===== config.mk =====
export PLATFORM = sky130hd
export DESIGN_NAME = sdem_monitor
export DESIGN_NICKNAME = d
export VERILOG_FILES = /design/src/shared/sdem_pkg.sv /design/src/logic/sdem_dev_check.sv /design/src/logic/sdem_monitor.sv
export SDC_FILE = /design/constraint.sdc
export NUM_CORES = 1
export LEC_CHECK = 0
export ABC_CLOCK_PERIOD_IN_PS = 3360
export BUFFER_PORTS_ARGS = -buffer_cell sky130_fd_sc_hd__buf_4
export CAP_MARGIN = 15
export CORE_ASPECT_RATIO = 0.6
export CORE_MARGIN = 3
export CORE_UTILIZATION = 44
export DETAILED_ROUTE_END_ITERATION = 7
export GPL_ROUTABILITY_DRIVEN = 0
export PLACE_DENSITY_LB_ADDON = 0.12
export SLEW_MARGIN = 10
export SYNTH_ARGS = -nofsm -noshare
export SYNTH_HDL_FRONTEND = slang
export SYNTH_SLANG_ARGS = --single-unit

===== constraint.sdc =====
create_clock -name SYS_CLK -period 3.36 [get_ports SYS_CLK]
set_input_delay 0.168 -clock SYS_CLK [delete_from_list [all_inputs] [get_ports SYS_CLK]]
set_output_delay 0.168 -clock SYS_CLK [all_outputs]
set_load 0.02 [all_outputs]

===== src/shared/sdem_pkg.sv =====
// sdem_pkg: constants for the servo deviation error monitor
// assumes a 100 MHz system clock and an apb register bus
package sdem_pkg;
    // ****************************************
    // register offsets
    // ****************************************
    localparam logic [7:0] OFS_SELECT    = 8'h00;
    localparam logic [7:0] OFS_POS_THR   = 8'h04;
    localparam logic [7:0] OFS_SPD_THR   = 8'h08;
    localparam logic [7:0] OFS_THR_THR   = 8'h0C;
    localparam logic [7:0] OFS_STATUS    = 8'h10;
    localparam logic [7:0] OFS_INT_CLEAR = 8'h14;
    localparam logic [7:0] OFS_INT_EN    = 8'h18;
    localparam logic [7:0] OFS_CONTROL   = 8'h1C;
    localparam logic [7:0] OFS_ALARM     = 8'h20;
    // ****************************************
    // field positions
    // ****************************************
    localparam int SEL_POS_BIT   = 0;
    localparam int SEL_SPD_BIT   = 1;
    localparam int SEL_THR_BIT   = 2;
    localparam int CTL_RESET_BIT = 0;
    localparam int CTL_SVON_BIT  = 1;
    localparam int ST_POLE_BIT   = 3;
    localparam int ST_SVON_BIT   = 4;
    localparam int ST_TEST_BIT   = 5;
    localparam int ST_LINEAR_BIT = 6;
    // ****************************************
    // reset values and ranges
    // ****************************************
    localparam logic [2:0]  SELECT_RST   = 3'h3;
    localparam logic [15:0] POS_THR_RST  = 16'h0032;
    localparam logic [15:0] SPD_THR_RST  = 16'h03E8;
    localparam logic [15:0] THR_THR_RST  = 16'h0064;
    localparam logic [15:0] POS_THR_MIN  = 16'h0001;
    localparam logic [15:0] POS_THR_MAX  = 16'h03E8;
    localparam logic [15:0] SPD_THR_MIN  = 16'h0001;
    localparam logic [15:0] SPD_THR_MAX  = 16'h1388;
    localparam logic [15:0] THR_THR_MIN  = 16'h0001;
    localparam logic [15:0] THR_THR_MAX  = 16'h03E8;
    localparam logic [2:0]  SELECT_MIN   = 3'h1;
    // ****************************************
    // pole detection timing
    // ****************************************
    localparam int POLE_TIME_US    = 10;
    localparam int CLK_MHZ         = 100;
    localparam int POLE_CYCLES     = POLE_TIME_US * CLK_MHZ;
    // alarm codes that a linear motor never raises
    localparam logic [7:0] ALM_ABS_ERASED   = 8'h25;
    localparam logic [7:0] ALM_BATT_CABLE   = 8'h92;
    localparam logic [7:0] ALM_BATT_WARN    = 8'h9F;
    localparam logic [7:0] ALM_ABS_COUNTER  = 8'hE3;
endpackage : sdem_pkg


===== src/logic/sdem_dev_check.sv =====
// sdem_dev_check: one deviation comparator with a latched alarm
// assumes both inputs are signed samples of the same control cycle
`timescale 1ns/1ps
`default_nettype none
module sdem_dev_check #(
    parameter int W         = 32,
    parameter bit INCLUSIVE = 1'b0
) (
    input  wire logic         clk,
    input  wire logic         rst,
    input  wire logic         sample,
    input  wire logic         enable,
    input  wire logic         clear,
    input  wire logic [W-1:0] value_a,
    input  wire logic [W-1:0] value_b,
    input  wire logic [15:0]  threshold,
    output logic              alarm,
    output logic              trip
);
    // ****************************************
    // magnitude compare
    // ****************************************
    wire logic [W:0] diff = {value_a[W-1], value_a} - {value_b[W-1], value_b};
    wire logic [W:0] mag  = diff[W] ? (~diff + 1'b1) : diff;
    wire logic [W:0] thr  = {{(W-15){1'b0}}, threshold};
    wire logic over = INCLUSIVE ? (mag >= thr) : (mag > thr);
    assign trip = sample && enable && over;
    always_ff @(posedge clk or posedge rst) begin
        if (rst) begin
            alarm <= 1'b0;
        end else if (trip) begin
            alarm <= 1'b1;
        end else if (clear) begin
            alarm <= 1'b0;
        end
    end
endmodule : sdem_dev_check
`default_nettype wire


===== src/logic/sdem_monitor.sv =====
// sdem_monitor: servo control deviation error monitor with apb registers
// assumes synchronous inputs on SYS_CLK and a one-cycle CYCLE_STROBE
// Overview of operation
// - select bit 0 enables the position check, and when clear it never alarms.
// - position deviation at or above its threshold alarms and stops the motor.
// - the position threshold resets to 50 mm.
// - select bit 1 enables the model versus feedback speed check.
// - speed deviation above its threshold alarms and stops the motor.
// - the speed threshold resets to 1000 mm/s.
// - select bit 2 enables the command versus feedback thrust check.
// - thrust deviation above its threshold alarms and stops the motor.
// - the thrust threshold resets to 100 percent.
// - any select value 1 to 7 is taken, each bit running its check alone.
// - select resets to 3, position and speed on, thrust off.
// - the test mode switch is caught once after power-up only.
// - in test mode the network link to controller and downstream is cut.
// - with an incremental encoder pole detection runs at first servo-on.
// - a linear motor never raises the battery and absolute alarms.
`timescale 1ns/1ps
`default_nettype none
module sdem_monitor #(
    parameter int POS_W       = 32,
    parameter int SPD_W       = 24,
    parameter int THR_W       = 16,
    parameter int POLE_CYCLES = sdem_pkg::POLE_CYCLES
) (
    input  wire logic             SYS_CLK,
    input  wire logic             RST,
    input  wire logic             PSEL,
    input  wire logic             PENABLE,
    input  wire logic             PWRITE,
    input  wire logic [7:0]       PADDR,
    input  wire logic [31:0]      PWDATA,
    output logic [31:0]           PRDATA,
    output logic                  PREADY,
    output logic                  PSLVERR,
    input  wire logic             CYCLE_STROBE,
    input  wire logic [POS_W-1:0] POS_COMMAND,
    input  wire logic [POS_W-1:0] POS_ACTUAL,
    input  wire logic [SPD_W-1:0] SPD_MODEL,
    input  wire logic [SPD_W-1:0] SPD_FEEDBACK,
    input  wire logic [THR_W-1:0] THRUST_COMMAND,
    input  wire logic [THR_W-1:0] THRUST_FEEDBACK,
    input  wire logic             TEST_MODE_SWITCH,
    input  wire logic             INCREMENTAL_ENC,
    input  wire logic             POLE_DONE_IN,
    output logic                  MOTOR_STOP,
    output logic                  SERVO_ON_STATUS,
    output logic                  POLE_DETECT_RUN,
    output logic                  TEST_MODE,
    output logic                  NET_LINK_ENABLE,
    output logic                  ALARM_VALID,
    output logic [7:0]            ALARM_CODE,
    output logic                  IRQ
);
    // ****************************************
    // apb decode
    // ****************************************
    wire logic acc     = PSEL && PENABLE;
    wire logic wr      = acc && PWRITE;
    wire logic hit_sel = PADDR == sdem_pkg::OFS_SELECT;
    wire logic hit_pos = PADDR == sdem_pkg::OFS_POS_THR;
    wire logic hit_spd = PADDR == sdem_pkg::OFS_SPD_THR;
    wire logic hit_thr = PADDR == sdem_pkg::OFS_THR_THR;
    wire logic hit_st  = PADDR == sdem_pkg::OFS_STATUS;
    wire logic hit_clr = PADDR == sdem_pkg::OFS_INT_CLEAR;
    wire logic hit_en  = PADDR == sdem_pkg::OFS_INT_EN;
    wire logic hit_ctl = PADDR == sdem_pkg::OFS_CONTROL;
    wire logic hit_alm = PADDR == sdem_pkg::OFS_ALARM;
    wire logic mapped  = hit_sel || hit_pos || hit_spd || hit_thr || hit_st
                      || hit_clr || hit_en || hit_ctl || hit_alm;
    wire logic [15:0] wdata16 = PWDATA[15:0];
    wire logic [2:0]  wsel    = PWDATA[2:0];

    // ****************************************
    // configuration registers
    // ****************************************
    logic [2:0]  check_select;
    logic [15:0] pos_thr;
    logic [15:0] spd_thr;
    logic [15:0] thr_thr;
    logic [6:0]  int_en;
    logic        servo_on_req;
    // out of range writes are ignored so each threshold stays legal
    wire logic sel_ok = wsel >= sdem_pkg::SELECT_MIN;
    wire logic pos_ok = wdata16 >= sdem_pkg::POS_THR_MIN
                     && wdata16 <= sdem_pkg::POS_THR_MAX;
    wire logic spd_ok = wdata16 >= sdem_pkg::SPD_THR_MIN
                     && wdata16 <= sdem_pkg::SPD_THR_MAX;
    wire logic thr_ok = wdata16 >= sdem_pkg::THR_THR_MIN
                     && wdata16 <= sdem_pkg::THR_THR_MAX;
    wire logic alarm_reset = wr && hit_ctl && PWDATA[sdem_pkg::CTL_RESET_BIT];

    always_ff @(posedge SYS_CLK or posedge RST) begin
        if (RST) begin
            check_select <= sdem_pkg::SELECT_RST;
            pos_thr      <= sdem_pkg::POS_THR_RST;
            spd_thr      <= sdem_pkg::SPD_THR_RST;
            thr_thr      <= sdem_pkg::THR_THR_RST;
            int_en       <= 7'h00;
            servo_on_req <= 1'b0;
        end else begin
            if (wr && hit_sel && sel_ok) check_select <= wsel;
            if (wr && hit_pos && pos_ok) pos_thr <= wdata16;
            if (wr && hit_spd && spd_ok) spd_thr <= wdata16;
            if (wr && hit_thr && thr_ok) thr_thr <= wdata16;
            if (wr && hit_en) int_en <= PWDATA[6:0];
            if (wr && hit_ctl) servo_on_req <= PWDATA[sdem_pkg::CTL_SVON_BIT];
        end
    end

    // ****************************************
    // power-up capture of test mode switch
    // ****************************************
    logic captured;
    logic test_mode;
    always_ff @(posedge SYS_CLK or posedge RST) begin
        if (RST) begin
            captured  <= 1'b0;
            test_mode <= 1'b0;
        end else if (!captured) begin
            captured  <= 1'b1;
            test_mode <= TEST_MODE_SWITCH;
        end
    end

    // ****************************************
    // deviation checks
    // ****************************************
    wire logic pos_alarm;
    wire logic spd_alarm;
    wire logic thr_alarm;
    wire logic pos_trip;
    wire logic spd_trip;
    wire logic thr_trip;
    sdem_dev_check #(.W(POS_W), .INCLUSIVE(1'b1)) u_pos (
        .clk       (SYS_CLK),
        .rst       (RST),
        .sample    (CYCLE_STROBE),
        .enable    (check_select[sdem_pkg::SEL_POS_BIT]),
        .clear     (alarm_reset),
        .value_a   (POS_COMMAND),
        .value_b   (POS_ACTUAL),
        .threshold (pos_thr),
        .alarm     (pos_alarm),
        .trip      (pos_trip)
    );
    sdem_dev_check #(.W(SPD_W), .INCLUSIVE(1'b0)) u_spd (
        .clk       (SYS_CLK),
        .rst       (RST),
        .sample    (CYCLE_STROBE),
        .enable    (check_select[sdem_pkg::SEL_SPD_BIT]),
        .clear     (alarm_reset),
        .value_a   (SPD_MODEL),
        .value_b   (SPD_FEEDBACK),
        .threshold (spd_thr),
        .alarm     (spd_alarm),
        .trip      (spd_trip)
    );
    sdem_dev_check #(.W(THR_W), .INCLUSIVE(1'b0)) u_thr (
        .clk       (SYS_CLK),
        .rst       (RST),
        .sample    (CYCLE_STROBE),
        .enable    (check_select[sdem_pkg::SEL_THR_BIT]),
        .clear     (alarm_reset),
        .value_a   (THRUST_COMMAND),
        .value_b   (THRUST_FEEDBACK),
        .threshold (thr_thr),
        .alarm     (thr_alarm),
        .trip      (thr_trip)
    );
    wire logic any_alarm = pos_alarm || spd_alarm || thr_alarm;

    // ****************************************
    // servo-on and pole detection
    // ****************************************
    typedef enum logic [1:0] {S_OFF, S_POLE, S_ON} sdem_servo_e;
    sdem_servo_e state;
    sdem_servo_e next_state;
    logic        pole_done;
    logic [$clog2(POLE_CYCLES+1)-1:0] pole_cnt;
    wire logic pole_end = POLE_DONE_IN
                       || pole_cnt == ($clog2(POLE_CYCLES+1))'(POLE_CYCLES);
    wire logic want_on  = servo_on_req && !any_alarm && !test_mode;

    always_comb begin
        next_state = state;
        case (state)
            S_OFF: begin
                if (want_on) begin
                    next_state = (INCREMENTAL_ENC && !pole_done) ? S_POLE : S_ON;
                end
            end
            S_POLE: begin
                if (!want_on) next_state = S_OFF;
                else if (pole_end) next_state = S_ON;
            end
            S_ON: begin
                if (!want_on) next_state = S_OFF;
            end
            default: next_state = S_OFF;
        endcase
    end

    always_ff @(posedge SYS_CLK or posedge RST) begin
        if (RST) begin
            state     <= S_OFF;
            pole_done <= 1'b0;
            pole_cnt  <= '0;
        end else begin
            state <= next_state;
            if (state == S_POLE && pole_end && want_on) pole_done <= 1'b1;
            pole_cnt <= (state == S_POLE) ? pole_cnt + 1'b1 : '0;
        end
    end

    // ****************************************
    // interrupt status
    // ****************************************
    logic [6:0] status;
    wire logic [6:0] events = {4'h0, thr_trip, spd_trip, pos_trip};
    wire logic [6:0] clr_bits = (wr && hit_clr) ? PWDATA[6:0] : 7'h00;
    always_ff @(posedge SYS_CLK or posedge RST) begin
        if (RST) begin
            status <= 7'h00;
        end else begin
            // set wins over clear
            status <= events | (status & ~clr_bits);
        end
    end

    // ****************************************
    // read mux and outputs
    // ****************************************
    wire logic [6:0] state_bits = {1'b1, test_mode, state == S_ON,
                                   pole_done, thr_alarm, spd_alarm, pos_alarm};
    wire logic [7:0] code_now = pos_alarm ? 8'h42 : spd_alarm ? 8'h42
                             : thr_alarm ? 8'h42 : 8'h00;
    wire logic [31:0] alm_word = {17'h0, thr_alarm, spd_alarm, pos_alarm,
                                  1'b0, state_bits[6:4],
                                  code_now & {8{any_alarm}}};
    wire logic [31:0] rdata =
        hit_sel ? {29'h0, check_select}
      : hit_pos ? {16'h0, pos_thr}
      : hit_spd ? {16'h0, spd_thr}
      : hit_thr ? {16'h0, thr_thr}
      : hit_st  ? {25'h0, status}
      : hit_en  ? {25'h0, int_en}
      : hit_ctl ? {30'h0, servo_on_req, 1'b0}
      : hit_alm ? alm_word
      : 32'h0;

    always_ff @(posedge SYS_CLK or posedge RST) begin
        if (RST) begin
            PRDATA          <= 32'h0;
            PREADY          <= 1'b0;
            PSLVERR         <= 1'b0;
            MOTOR_STOP      <= 1'b1;
            SERVO_ON_STATUS <= 1'b0;
            POLE_DETECT_RUN <= 1'b0;
            TEST_MODE       <= 1'b0;
            NET_LINK_ENABLE <= 1'b0;
            ALARM_VALID     <= 1'b0;
            ALARM_CODE      <= 8'h00;
            IRQ             <= 1'b0;
        end else begin
            PREADY  <= PSEL && !PENABLE;
            PSLVERR <= PSEL && !PENABLE && !mapped;
            PRDATA  <= (PSEL && !PENABLE && !PWRITE) ? rdata : 32'h0;
            MOTOR_STOP      <= any_alarm || state != S_ON;
            // confirmed status lets the controller interlock its commands
            SERVO_ON_STATUS <= state == S_ON;
            POLE_DETECT_RUN <= state == S_POLE;
            TEST_MODE       <= test_mode;
            NET_LINK_ENABLE <= captured && !test_mode;
            ALARM_VALID     <= any_alarm;
            // only the deviation group is ever coded; battery codes never
            ALARM_CODE      <= any_alarm ? 8'h42 : 8'h00;
            IRQ             <= |(status & int_en);
        end
    end
endmodule : sdem_monitor
`default_nettype wire


Word-level counts from Yosys, hierarchy flattened
Cells that the tools add are included.

storage, ports and cells
  output and inout bits = 49
  logic and storage cells = 147
  bits in registers = 116
  bits of input ports = 193

operators by class
  bitwise gates (word level) = 8
  muxes and demuxes = 28
  $add $sub $neg = 7
  reductions and logical operators = 56
  magnitude comparators = 7
  equal/unequal tests = 15

operator list
  cell                                                                      count
  16-bit two-way mux                                                        5
  15-bit two-way mux                                                        4
  7-bit two-way mux                                                         5
  33-bit by 1-bit adder with 33-bit output (second input constant)          1
  33-bit by 16-bit >= comparator with 1-bit output                          1
  33-bit two-way mux                                                        1
  33-bit NOT                                                                1
  32-bit by 32-bit subtractor with 33-bit output                            1
  8-bit by 5-bit equality test with 1-bit output (second input constant)    4
  1-bit logical AND                                                         31
  25-bit by 1-bit adder with 25-bit output (second input constant)          1
  25-bit by 16-bit greater-than comparator with 1-bit output                1
  25-bit two-way mux                                                        1
  25-bit NOT                                                                1
  24-bit by 24-bit subtractor with 25-bit output                            1
  17-bit by 1-bit adder with 17-bit output (second input constant)          1
  17-bit by 16-bit greater-than comparator with 1-bit output                1
  17-bit two-way mux                                                        1
  17-bit NOT                                                                1
  16-bit by 16-bit subtractor with 17-bit output                            1
  8-bit by 4-bit equality test with 1-bit output (second input constant)    2
  16-bit by 1-bit >= comparator with 1-bit output (second input constant)   1
  16-bit by 10-bit <= comparator with 1-bit output (second input constant)  1
  16-bit by 13-bit <= comparator with 1-bit output (second input constant)  1
  other kinds (24)                                                          52

Depth between registers and ports, before layout
Gate-level depths: netlist (run 1).

  word-level depth = 13
  gate-level depth with buffers = 32
  mapped depth without buffers = 31

By module
From an unflattened synthesis (run 1), not the netlist that was laid out.

unflattened totals
  cell total of the unflattened synthesis = 1742
  area, all modules = 13915.8 um^2

by module, submodules not included
  module                  cells an instance  instances  area each (um^2)  seq. area each (um^2)
  sdem_monitor            438                1          5036.1            2671.3
  sdem_dev_check (u_pos)  612                1          4018.9            25.0
  sdem_dev_check (u_spd)  426                1          2891.5            25.0
  sdem_dev_check (u_thr)  266                1          1969.4            25.0

Least setup slack after synthesis (run 1)
Ideal clock, no wire load.

  path kind = input port to flip-flop
  start point = input THRUST_COMMAND[0]
  end point = register u_thr.alarm
  path buffers = 1
  setup time = 125 ps
  data required time = 3235 ps
  data arrival time = 4689 ps
  stages = 31
  path slack = -1454 ps
  path through = inv_1 -> ha_1 -> inv_1 -> fa_1 -> a21o_1 -> a21oi_1 -> o21bai_1 -> a21oi_1 -> o21ai_0 -> nand3_1 -> a311oi_1 -> o21a_1 -> o21ai_0 -> nand3_1 -> o21ai_0 -> clkbuf_1 -> o21ai_0 -> ha_1 -> nor2b_1 -> o21a_1 -> o21a_1 -> o21a_1 -> o21a_1 -> o21a_1 -> o21ai_0 -> nand2b_1 -> a21oi_1 -> o211ai_1 -> o2111ai_1 -> a211o_1 -> nand3_1

on the way
  longest elaborated chain between the ends = 7
  elaborated cells on any way between the ends = 8
  classes of those cells = add/sub: 2; order compare: 1; mux: 2; bitwise: 1; reduce/logical: 2

ends and longest elaborated chain
  what                                                            line                  source
  start, declared                                                 sdem_monitor.sv:42    input wire logic [THR_W-1:0] THRUST_COMMAND,
  16-bit by 16-bit subtractor with 17-bit output *                sdem_dev_check.sv:23  wire logic [W:0] diff = {value_a[W-1], value_a} - {value_b[W-1], value_b};
  17-bit NOT                                                      sdem_dev_check.sv:24  wire logic [W:0] mag = diff[W] ? (~diff + 1'b1) : diff;
  17-bit by 1-bit adder with 17-bit output                        sdem_dev_check.sv:24
  17-bit two-way mux *                                            sdem_dev_check.sv:24
  17-bit by 16-bit greater-than comparator with 1-bit output *    sdem_dev_check.sv:26  wire logic over = INCLUSIVE ? (mag >= thr) : (mag > thr);
  1-bit logical AND *                                             sdem_dev_check.sv:27  assign trip = sample && enable && over;
  1-bit two-way mux / 2-bit nonzero test (equally long branches)  -
  end signal, assigned                                            sdem_dev_check.sv:30  alarm <= 1'b0;
  end signal, assigned                                            sdem_dev_check.sv:32  alarm <= 1'b1;
  end signal, assigned                                            sdem_dev_check.sv:34  alarm <= 1'b0;
  end, declared                                                   sdem_dev_check.sv:17  output logic alarm,

Mark *: on every way between the ends. The rest lies on a longest branch, timed or not.
A chain may end at the register's enable or synchronous reset.

Worst setup path after layout (run 1)
  start point = input SPD_MODEL[0]
  end point = register status[1]

on the way
  longest elaborated chain between the ends = 7

ends and longest elaborated chain
  what                                                          line                  source
  start, declared                                               sdem_monitor.sv:40    input wire logic [SPD_W-1:0] SPD_MODEL,
  24-bit by 24-bit subtractor with 25-bit output *              sdem_dev_check.sv:23
  25-bit NOT                                                    sdem_dev_check.sv:24
  25-bit by 1-bit adder with 25-bit output                      sdem_dev_check.sv:24
  25-bit two-way mux *                                          sdem_dev_check.sv:24
  25-bit by 16-bit greater-than comparator with 1-bit output *  sdem_dev_check.sv:26
  1-bit logical AND *                                           sdem_dev_check.sv:27
  3-bit by 7-bit OR with 7-bit output *                         sdem_monitor.sv:228   status <= events | (status & ~clr_bits);
  end signal, assigned                                          sdem_monitor.sv:228
  end, declared                                                 sdem_monitor.sv:220   logic [6:0] status;

Marks and branches as above.

==> reports/qor.tcl, run 1 <==
set qor(result_of_the_run) {complete, but fails checks}
set qor(failing_checks) {setup timing}
set qor(drive_gt1_share_pct) 35.77
set qor(cts_tree) {done}
set qor(holdBufCountCts) 0
set qor(num-fill-cells) 2343
set qor(cpMaxStageDelayCell) {fa_2}
set qor(min_period_over_period_pct) 127.3
set qor(post_synth_instance_area_um2) 12060
set qor(ys.warnings.count) 0
set qor(synth_top_family_by_area) {compound AO/OA/AOI/OAI gates}
set qor(die_outline_area_um2) 29490
set qor(clock_tree.htree_level_count) 3
set qor(die-height_um) 134.2
set qor(critPathBufInv) 4
set qor(postSynth.asyncResetShare_pct) 100.0
set qor(static-leakage-power_nw) 8.680
set qor(finalNonFillerCells) 2454
set qor(synth_largest_type_area_fraction_pct) 19.51
set qor(wire_per_inst_um) 16.73
set qor(synth_area_per_cell_um2) 7.795
set qor(via_count_of_the_first_global_routing_pass) 12540
set qor(worst_slew_pin_slew_ns) 1.028
set qor(sequential_cell_area_um2) 2746
set qor(synth_top_flop_cell) {dfrtp_1}
set qor(floorplan.core_area_um2) 26710
set qor(final_core_utilization_pct) 65.39
set qor(worst_setup_path_end_kind) {register}
set qor(synthMostInstantiatedCell) {inv_1}
set qor(cp_top_family) {compound AO/OA/AOI/OAI gates}
set qor(yosys.area_share.xor_xnor_pct) 7.045
set qor(drcViolationCount) 0
set qor(cellPowerDensity_nw_per_um2) 315.4
set qor(ctsLongestPathBuffers) 2
set qor(grt_setup_unrepaired) {yes}
set qor(worst_ep_required_time_ns) 3.58
set qor(synth-seq-cells) 109
set qor(tritoncts.num_buffers) 9
set qor(buffers_added_on_ports) 203
set qor(report.final.setup_viol) 6
set qor(cts.reportedPaths.clkPinSlew_ns) 0.08
set qor(syn_inst) 1547
set qor(post-place-ws_ns) -1.510
set qor(yosys.area_share.simple_pct) 21.34
set qor(rows) 46
set qor(vdd.ir_drop.worst_v) 0.0003549
set qor(globalRouteOverflowTotal) 0
set qor(worstPathMaxFanout) 5
set qor(drv.max_cap_violation_count) 0
set qor(post_synth_main_area_contributors) {dfrtp_1, ha_1, inv_1, a21oi_1, xnor2_1}
set qor(adder_cell_area_share_of_the_yosys_netlist_pct) 13.47
set qor(fin_ws_ns) -0.9157
set qor(total_vias_in_the_final_route) 13430
set qor(count_of_nets_left_with_antenna_violations_after_detail_routing) 0
set qor(worst_ep_arrival_time_ns) 4.49
set qor(cts_num_sinks) 109
set qor(setup.worst_path.start_class) {input pin}
set qor(post_dp_cell_area_um2) 16640
set qor(clock_skew_ns) 0.008164
set qor(max_freq_mhz) 233.9
set qor(synth_mux_area_share_pct) 3.476
set qor(insertion_delay_ns) 0.35
set qor(place_inst) 2415
set qor(largest_net_degree_at_the_start_of_global_routing) 72
set qor(final_hold_viol_count) 0
set qor(synth_area_in_compound_gates_pct) 23.84
set qor(synth_common_cells) {inv_1, ha_1, nand2_1}
set qor(worst_hold_path_type) {input pin to asynchronous set/reset pin}
set qor(first_pass_grt_wire_length_um) 64430
set qor(seq_total_area_yosys_pct) 22.77
set qor(antennaDiodeCount) 0
set qor(globalRouteTotalUtil_pct) 26.79
set qor(fin_worst_hold_slack_ns) 0.005579
set qor(synth_edf_count) 0
set qor(slew_viol_final) 0
set qor(drt-total-wl_um) 41060
set qor(top_cell_type_by_total_area_after_synthesis) {dfrtp_1}
set qor(post-route-cell-area_um2) 17460
set qor(min_period_ns) 4.276
set qor(drt_first_iter_violations) 1312
set qor(fin_tns_setup_ns) -5.193
set qor(floorplan.die.width_um) 219.7
set qor(dr.pass1.iters) 8
set qor(io_pins) 242
set qor(yosysUniqueCellTypes) 90
set qor(timing.critical_path.slowest_cell_delay_ns) 0.38
set qor(crit_type) {input pin to register}
set qor(ctsRootBufferMaster) {clkbuf_16}
set qor(finalPower_mw) 5.507
set qor(grt_antenna_before_repair) 0
set qor(starting_utilization_of_the_core_area_pct) 45.16
set qor(final_net_count) 2410
set qor(vias_per_cell) 5.474
set qor(worst_slew_margin_rel_pct) 30.95
set qor(area_growth_syn_to_layout_pct) 44.80
set qor(multi_input_area_um2) 8924
set qor(dpl.hpwl_um) 34330
registers in the layout (all words and copies together), names as in the netlist, 2 cells and up:
| register | cells |
|---|---|
| PRDATA | 16 |
| check_select | 3 |
| int_en | 7 |
| pole_cnt | 10 |
| pos_thr | 16 |
| spd_thr | 16 |
| state | 2 |
| status | 7 |
| thr_thr | 16 |
cell families after synthesis:
logic type | Yosys count
other | 2
adder cells (fa/ha/maj) | 128
AO/OA/AOI/OAI | 433
buffers and inverters | 230
flip-flops | 109
XOR/XNOR | 97
multiplexers | 38
AND/OR/NAND/NOR | 510
per-layer routing:
layer	vias up	part of all wire, %	GRT usage, %
met4	0	0.74	2.608
met3	37	11	7.743
met1	6197	50	42.77
met2	578	38	36.14
li1	6622	-	-
met5	-	0	0
worst paths after layout:
check,endpoint,slack (ns),depth (start not counted),start
min reg2reg,pole_done,0.47,2,pole_done
max,status[1],-0.92,27,SPD_MODEL[0]
min,pole_cnt[1],0.006,2,RST
max reg2reg,status[0],0.53,15,pos_thr[1]
min in group SYS_CLK,test_mode,0.06,2,TEST_MODE_SWITCH
max in group asynchronous,check_select[0],2.55,3,RST
power by group:
| group | internal (mW) | switching, mW |
|---|---|---|
| clock network | 0.537 | 0.507 |
| registers | 1.33 | 0.0209 |
| logic | 1.56 | 1.55 |
cell usage in the layout (no fill, tap or decap), drive strengths merged, types with 7 or more instances in the layout:
cell type,instances
buf,582
inv,161
nand2,125
ha,125
nor2,120
a21oi,111
dfrtp,94
o21ai,94
xnor2,57
nand3,51
xor2,40
nor3,39
a21o,35
mux2,31
nor4,27
a31oi,24
conb,23
nand4,22
and3,21
a211oi,21
o21a,19
nor2b,18
and2,16
dfstp,15
nand2b,15
or3,14
o211ai,12
o21bai,10
clkbuf,10
o31ai,9
or2,9
a222oi,8
a2111oi,8
mux2i,7
final cells by class:
class	count	area share, %
Clock inverter	6	0.3009
Multi-Input combinational cell	1229	51.10
Clock buffer	10	1.369
Inverter	158	3.611
Sequential cell	109	15.73
Timing Repair Buffer	582	25.31
Tap cell	360	2.580
what timing repair did:
item                                    CTS  global route
resized for setup                        42            29
gates cloned                              0             0
endpoints found under the setup margin    6             6
pin swaps                                28            21
setup buffers                            13            10
(Power assumes the default switching activity.)
==> run 2, diff against run 1 <==
--- a/config.mk
+++ b/config.mk
@@ -5,6 +5,7 @@
 export SDC_FILE = /design/constraint.sdc
 export NUM_CORES = 1
 export LEC_CHECK = 0
+export ABC_AREA = 1
 export ABC_CLOCK_PERIOD_IN_PS = 3360
 export BUFFER_PORTS_ARGS = -buffer_cell sky130_fd_sc_hd__buf_4
 export CAP_MARGIN = 15
==> run 2 against run 1 <==
  * The flow still finishes with violations (setup timing)
  * Setup slack improved by 0.59 ns
  * Sequential share of layout area is 0.99 points lower
  * Synthesized area is 8.2% higher
  * Register-to-register slack gained 0.30 ns
  * First-iteration DRC count is 0.61% higher
  * Flip-flop and latch count is the same
  * Die area is 7.9% higher
  * Core utilization decreased by 1.0 points
  * Non-clock buffer count is 15 lower
  * Largest power group unchanged
  * Critical path depth is 5 higher
  * Routed wire length rose by 5.9%
  * Count of clock-buffer cells in the layout grew 2
==> reports/qor.tcl, run 2 <==
set qor(drcViolationCount) 0 ;# unchanged
set qor(drive_gt1_share_pct) 30.16 ;# -5.6 points
set qor(postSynth.asyncResetShare_pct) 100.0 ;# unchanged
set qor(total_vias_in_the_final_route) 15210 ;# +13%
set qor(met1_track_demand_over_resource_pct) 39.72 ;# -3.0 points
set qor(ctsLongestPathBuffers) 2 ;# unchanged
set qor(rows) 48 ;# +4.3%
set qor(post_synth_instance_area_um2) 13050 ;# +8.2%
set qor(fin_ws_ns) -0.3237 ;# +0.5920 ns
set qor(report.final.setup_viol) 6 ;# unchanged
set qor(crit_type) {input pin to register}
set qor(global_route.usage.met2_pct) 39.74 ;# +3.6 points
set qor(worst_hold_startpoint) {PWDATA[5]}
set qor(wire_per_inst_um) 14.18 ;# -15%
set qor(min_period_over_period_pct) 109.6 ;# -18 points
set qor(min_period_ns) 3.684 ;# -0.5920 ns
set qor(ys.warnings.count) 0 ;# unchanged
set qor(synth_top_flop_cell) {dfrtp_1}
set qor(cpMaxStageDelayCell) {fa_2}
set qor(synth_largest_type_area_fraction_pct) 18.03 ;# -1.5 points
set qor(failing_checks) {setup timing}
set qor(grt_antenna_before_repair) 1 ;# +1
set qor(seq_total_area_yosys_pct) 21.05 ;# -1.7 points
set qor(layout_commonest_cell) {nand2_1}
set qor(result_of_the_run) {complete, but fails checks}
set qor(met3_global_route_usage_pct) 6.874 ;# -0.87 points
set qor(cts_tree) {done}
set qor(vias_per_cell) 4.959 ;# -9.4%
set qor(buffers_added_on_ports) 203 ;# unchanged
set qor(cts_num_sinks) 109 ;# unchanged
set qor(syn_inst) 2104 ;# +36%
set qor(post-route-cell-area_um2) 18640 ;# +6.7%
set qor(clock_tree.htree_level_count) 3 ;# unchanged
set qor(ctsRootBufferMaster) {clkbuf_16}
set qor(dpl.hpwl_um) 35550 ;# +3.5%
set qor(grt_setup_unrepaired) {yes}
set qor(final_net_count) 2982 ;# +24%
set qor(max_freq_mhz) 271.5 ;# +16%
set qor(largest_net_degree_at_the_start_of_global_routing) 110 ;# +53%
set qor(crit_path_frequent_cell) {buf_4}
set qor(cts.reportedPaths.clkPinSlew_ns) 0.08 ;# about the same
set qor(vdd.ir_drop.worst_v) 0.0002749 ;# -23%
set qor(worst_setup_path_end_kind) {register}
set qor(worst_ep_arrival_time_ns) 3.92 ;# -0.57 ns
set qor(via_count_of_the_first_global_routing_pass) 14280 ;# +14%
set qor(die_outline_area_um2) 31820 ;# +7.9%
set qor(synth_area_per_cell_um2) 6.201 ;# -20%
set qor(synthMostInstantiatedCell) {nand2_1}
set qor(globalRouteOverflowTotal) 0 ;# unchanged
set qor(drt-total-wl_um) 43490 ;# +5.9%
set qor(synth_edf_count) 0 ;# unchanged
set qor(place_inst) 3009 ;# +25%
set qor(worstPathMaxFanout) 3 ;# -2
set qor(synth_common_cells) {nand2_1, inv_1, nor2_1}
set qor(drt_first_iter_violations) 1320 ;# +0.61%
set qor(critical_path.reg2reg.startpoint) {pos_thr[4]}
set qor(final_core_utilization_pct) 64.38 ;# -1.0 points
set qor(die-height_um) 139.4 ;# +3.8%
set qor(dr.pass1.iters) 6 ;# -2
set qor(grt_busiest_layer) {met2}
set qor(setup.worst_path.start_class) {input pin}
set qor(top_cell_type_by_total_area_after_synthesis) {dfrtp_1}
set qor(first_pass_grt_wire_length_um) 70410 ;# +9.3%
set qor(area_growth_syn_to_layout_pct) 42.84
set qor(globalRouteTotalUtil_pct) 26.65 ;# -0.14 points
set qor(floorplan.core_area_um2) 28950 ;# +8.4%
set qor(ff2ff_setup_slack_ns) 0.83 ;# +0.30 ns
set qor(synth-seq-cells) 109 ;# unchanged
set qor(worst_slew_pin_slew_ns) 0.6108 ;# -0.4172 ns
set qor(clock_skew_ns) 0.01164 ;# +0.003474 ns
set qor(fin_tns_setup_ns) -1.324 ;# +3.869 ns
set qor(count_of_nets_left_with_antenna_violations_after_detail_routing) 0 ;# unchanged
set qor(tritoncts.num_buffers) 9 ;# unchanged
set qor(floorplan.die.width_um) 228.3 ;# +3.9%
set qor(io_pins) 242 ;# unchanged
set qor(worst_ep_required_time_ns) 3.60 ;# +0.02 ns
set qor(static-leakage-power_nw) 10.24 ;# +18%
set qor(worst_hold_path_type) {input pin to register}
set qor(post_dp_cell_area_um2) 17420 ;# +4.7%
set qor(post_synth_main_area_contributors) {dfrtp_1, nand2_1, ha_1, inv_1, nor2_1}
set qor(origin_of_the_worst_setup_path) {POS_COMMAND[0]}
set qor(drv.max_cap_violation_count) 0 ;# unchanged
set qor(yosysUniqueCellTypes) 59 ;# -34%
set qor(slew_viol_final) 0 ;# unchanged
set qor(finalNonFillerCells) 3067 ;# +25%
set qor(insertion_delay_ns) 0.36 ;# about the same
set qor(layout.cells.most_common_list) {nand2_1, buf_4, inv_1, nor2_1, ha_1}
set qor(starting_utilization_of_the_core_area_pct) 45.07 ;# -0.083 points
set qor(timing.critical_path.slowest_cell_delay_ns) 0.58 ;# +0.20 ns
set qor(final_hold_viol_count) 0 ;# unchanged
set qor(cellPowerDensity_nw_per_um2) 334.9 ;# +6.2%
set qor(fin_worst_hold_slack_ns) 0.001680 ;# -0.003899 ns
set qor(worst_slew_margin_rel_pct) 59.18 ;# +28 points
==> run 2: cell count changes after synthesis, moves of 23 or more <==
cell	before	now
nand3_1	51	97
mux2_2	31	0
a21o_1	35	5
nand2_2	0	26
clkbuf_1	35	12
xnor2_1	57	22
inv_1	158	404
nor2_1	120	190
nand2_1	125	605
==> run 2: area by class of cell <==
type / count / area (µm²)
Fill cell: 2618 / 10310
Multi-Input combinational cell: 1556 / 9184
Timing Repair Buffer: 567 / 4310
Sequential cell: 109 / 2746
Inverter: 418 / 1589
Tap cell: 400 / 500.5
Clock buffer: 12 / 266.5
Clock inverter: 4 / 37.54
Antenna cell: 1 / 2.502
==> run 2: power breakdown <==
part           switching (mW)  internal, mW
combinational            2.02          1.74
clock                   0.511         0.577
sequential             0.0380          1.36
total                    2.56          3.68
==> run 2: critical path, delay by kind of cell <==
kind,cells,cell delay (ns)
fa+ha+maj,3,0.88
simple gates,16,1.62
buf+inv,12,1.09
compound gates,1,0.15
==> run 2: path summary, 6_finish.rpt <==
check,cells past startpoint,end
min reg2reg,2,pole_done
max,32,status[0]
max reg2reg,18,status[0]
min in group asynchronous,4,PRDATA[13]
max in group asynchronous,4,PRDATA[4]
min,2,status[5]
==> run 2: cells by family after synthesis <==
| family | after synthesis | synth area share (%) |
|---|---|---|
| DFF | 109 | 21.05 |
| buffers and inverters | 461 | 14.13 |
| xor gates and xnor gates | 71 | 5.054 |
| AOI/OAI and AO/OA | 279 | 12.20 |
| adders and majority gates | 128 | 12.45 |
| and+or+nand+nor | 1054 | 35.06 |
| other | 2 | 0.05756 |
==> run 2: what timing repair did <==
item,in CTS,in global routing
cloned,1,0
endpoints found under the hold margin,40,0
pin swaps,54,56
setup buffers,37,3
hold buffers,1,0
endpoints found under the setup margin,6,6
gates resized for setup,90,53
==> run 2: per-stage QoR <==
step | worst slack [ns] | power [mW]
2_1_floorplan | -0.1418 | 3.399
3_3_place_gp | -0.9497 | 4.584
3_5_place_dp | -1.010 | 4.698
4_1_cts | -0.2217 | 6.002
5_1_grt | -0.6289 | 6.729
6_report | -0.3237 | 6.242
==> run 2: routing by layer <==
metal,vias up,wire (µm)
li1,7704,-
met1,6850,20770
met2,605,17810
met3,47,4396
met4,2,500
met5,-,13
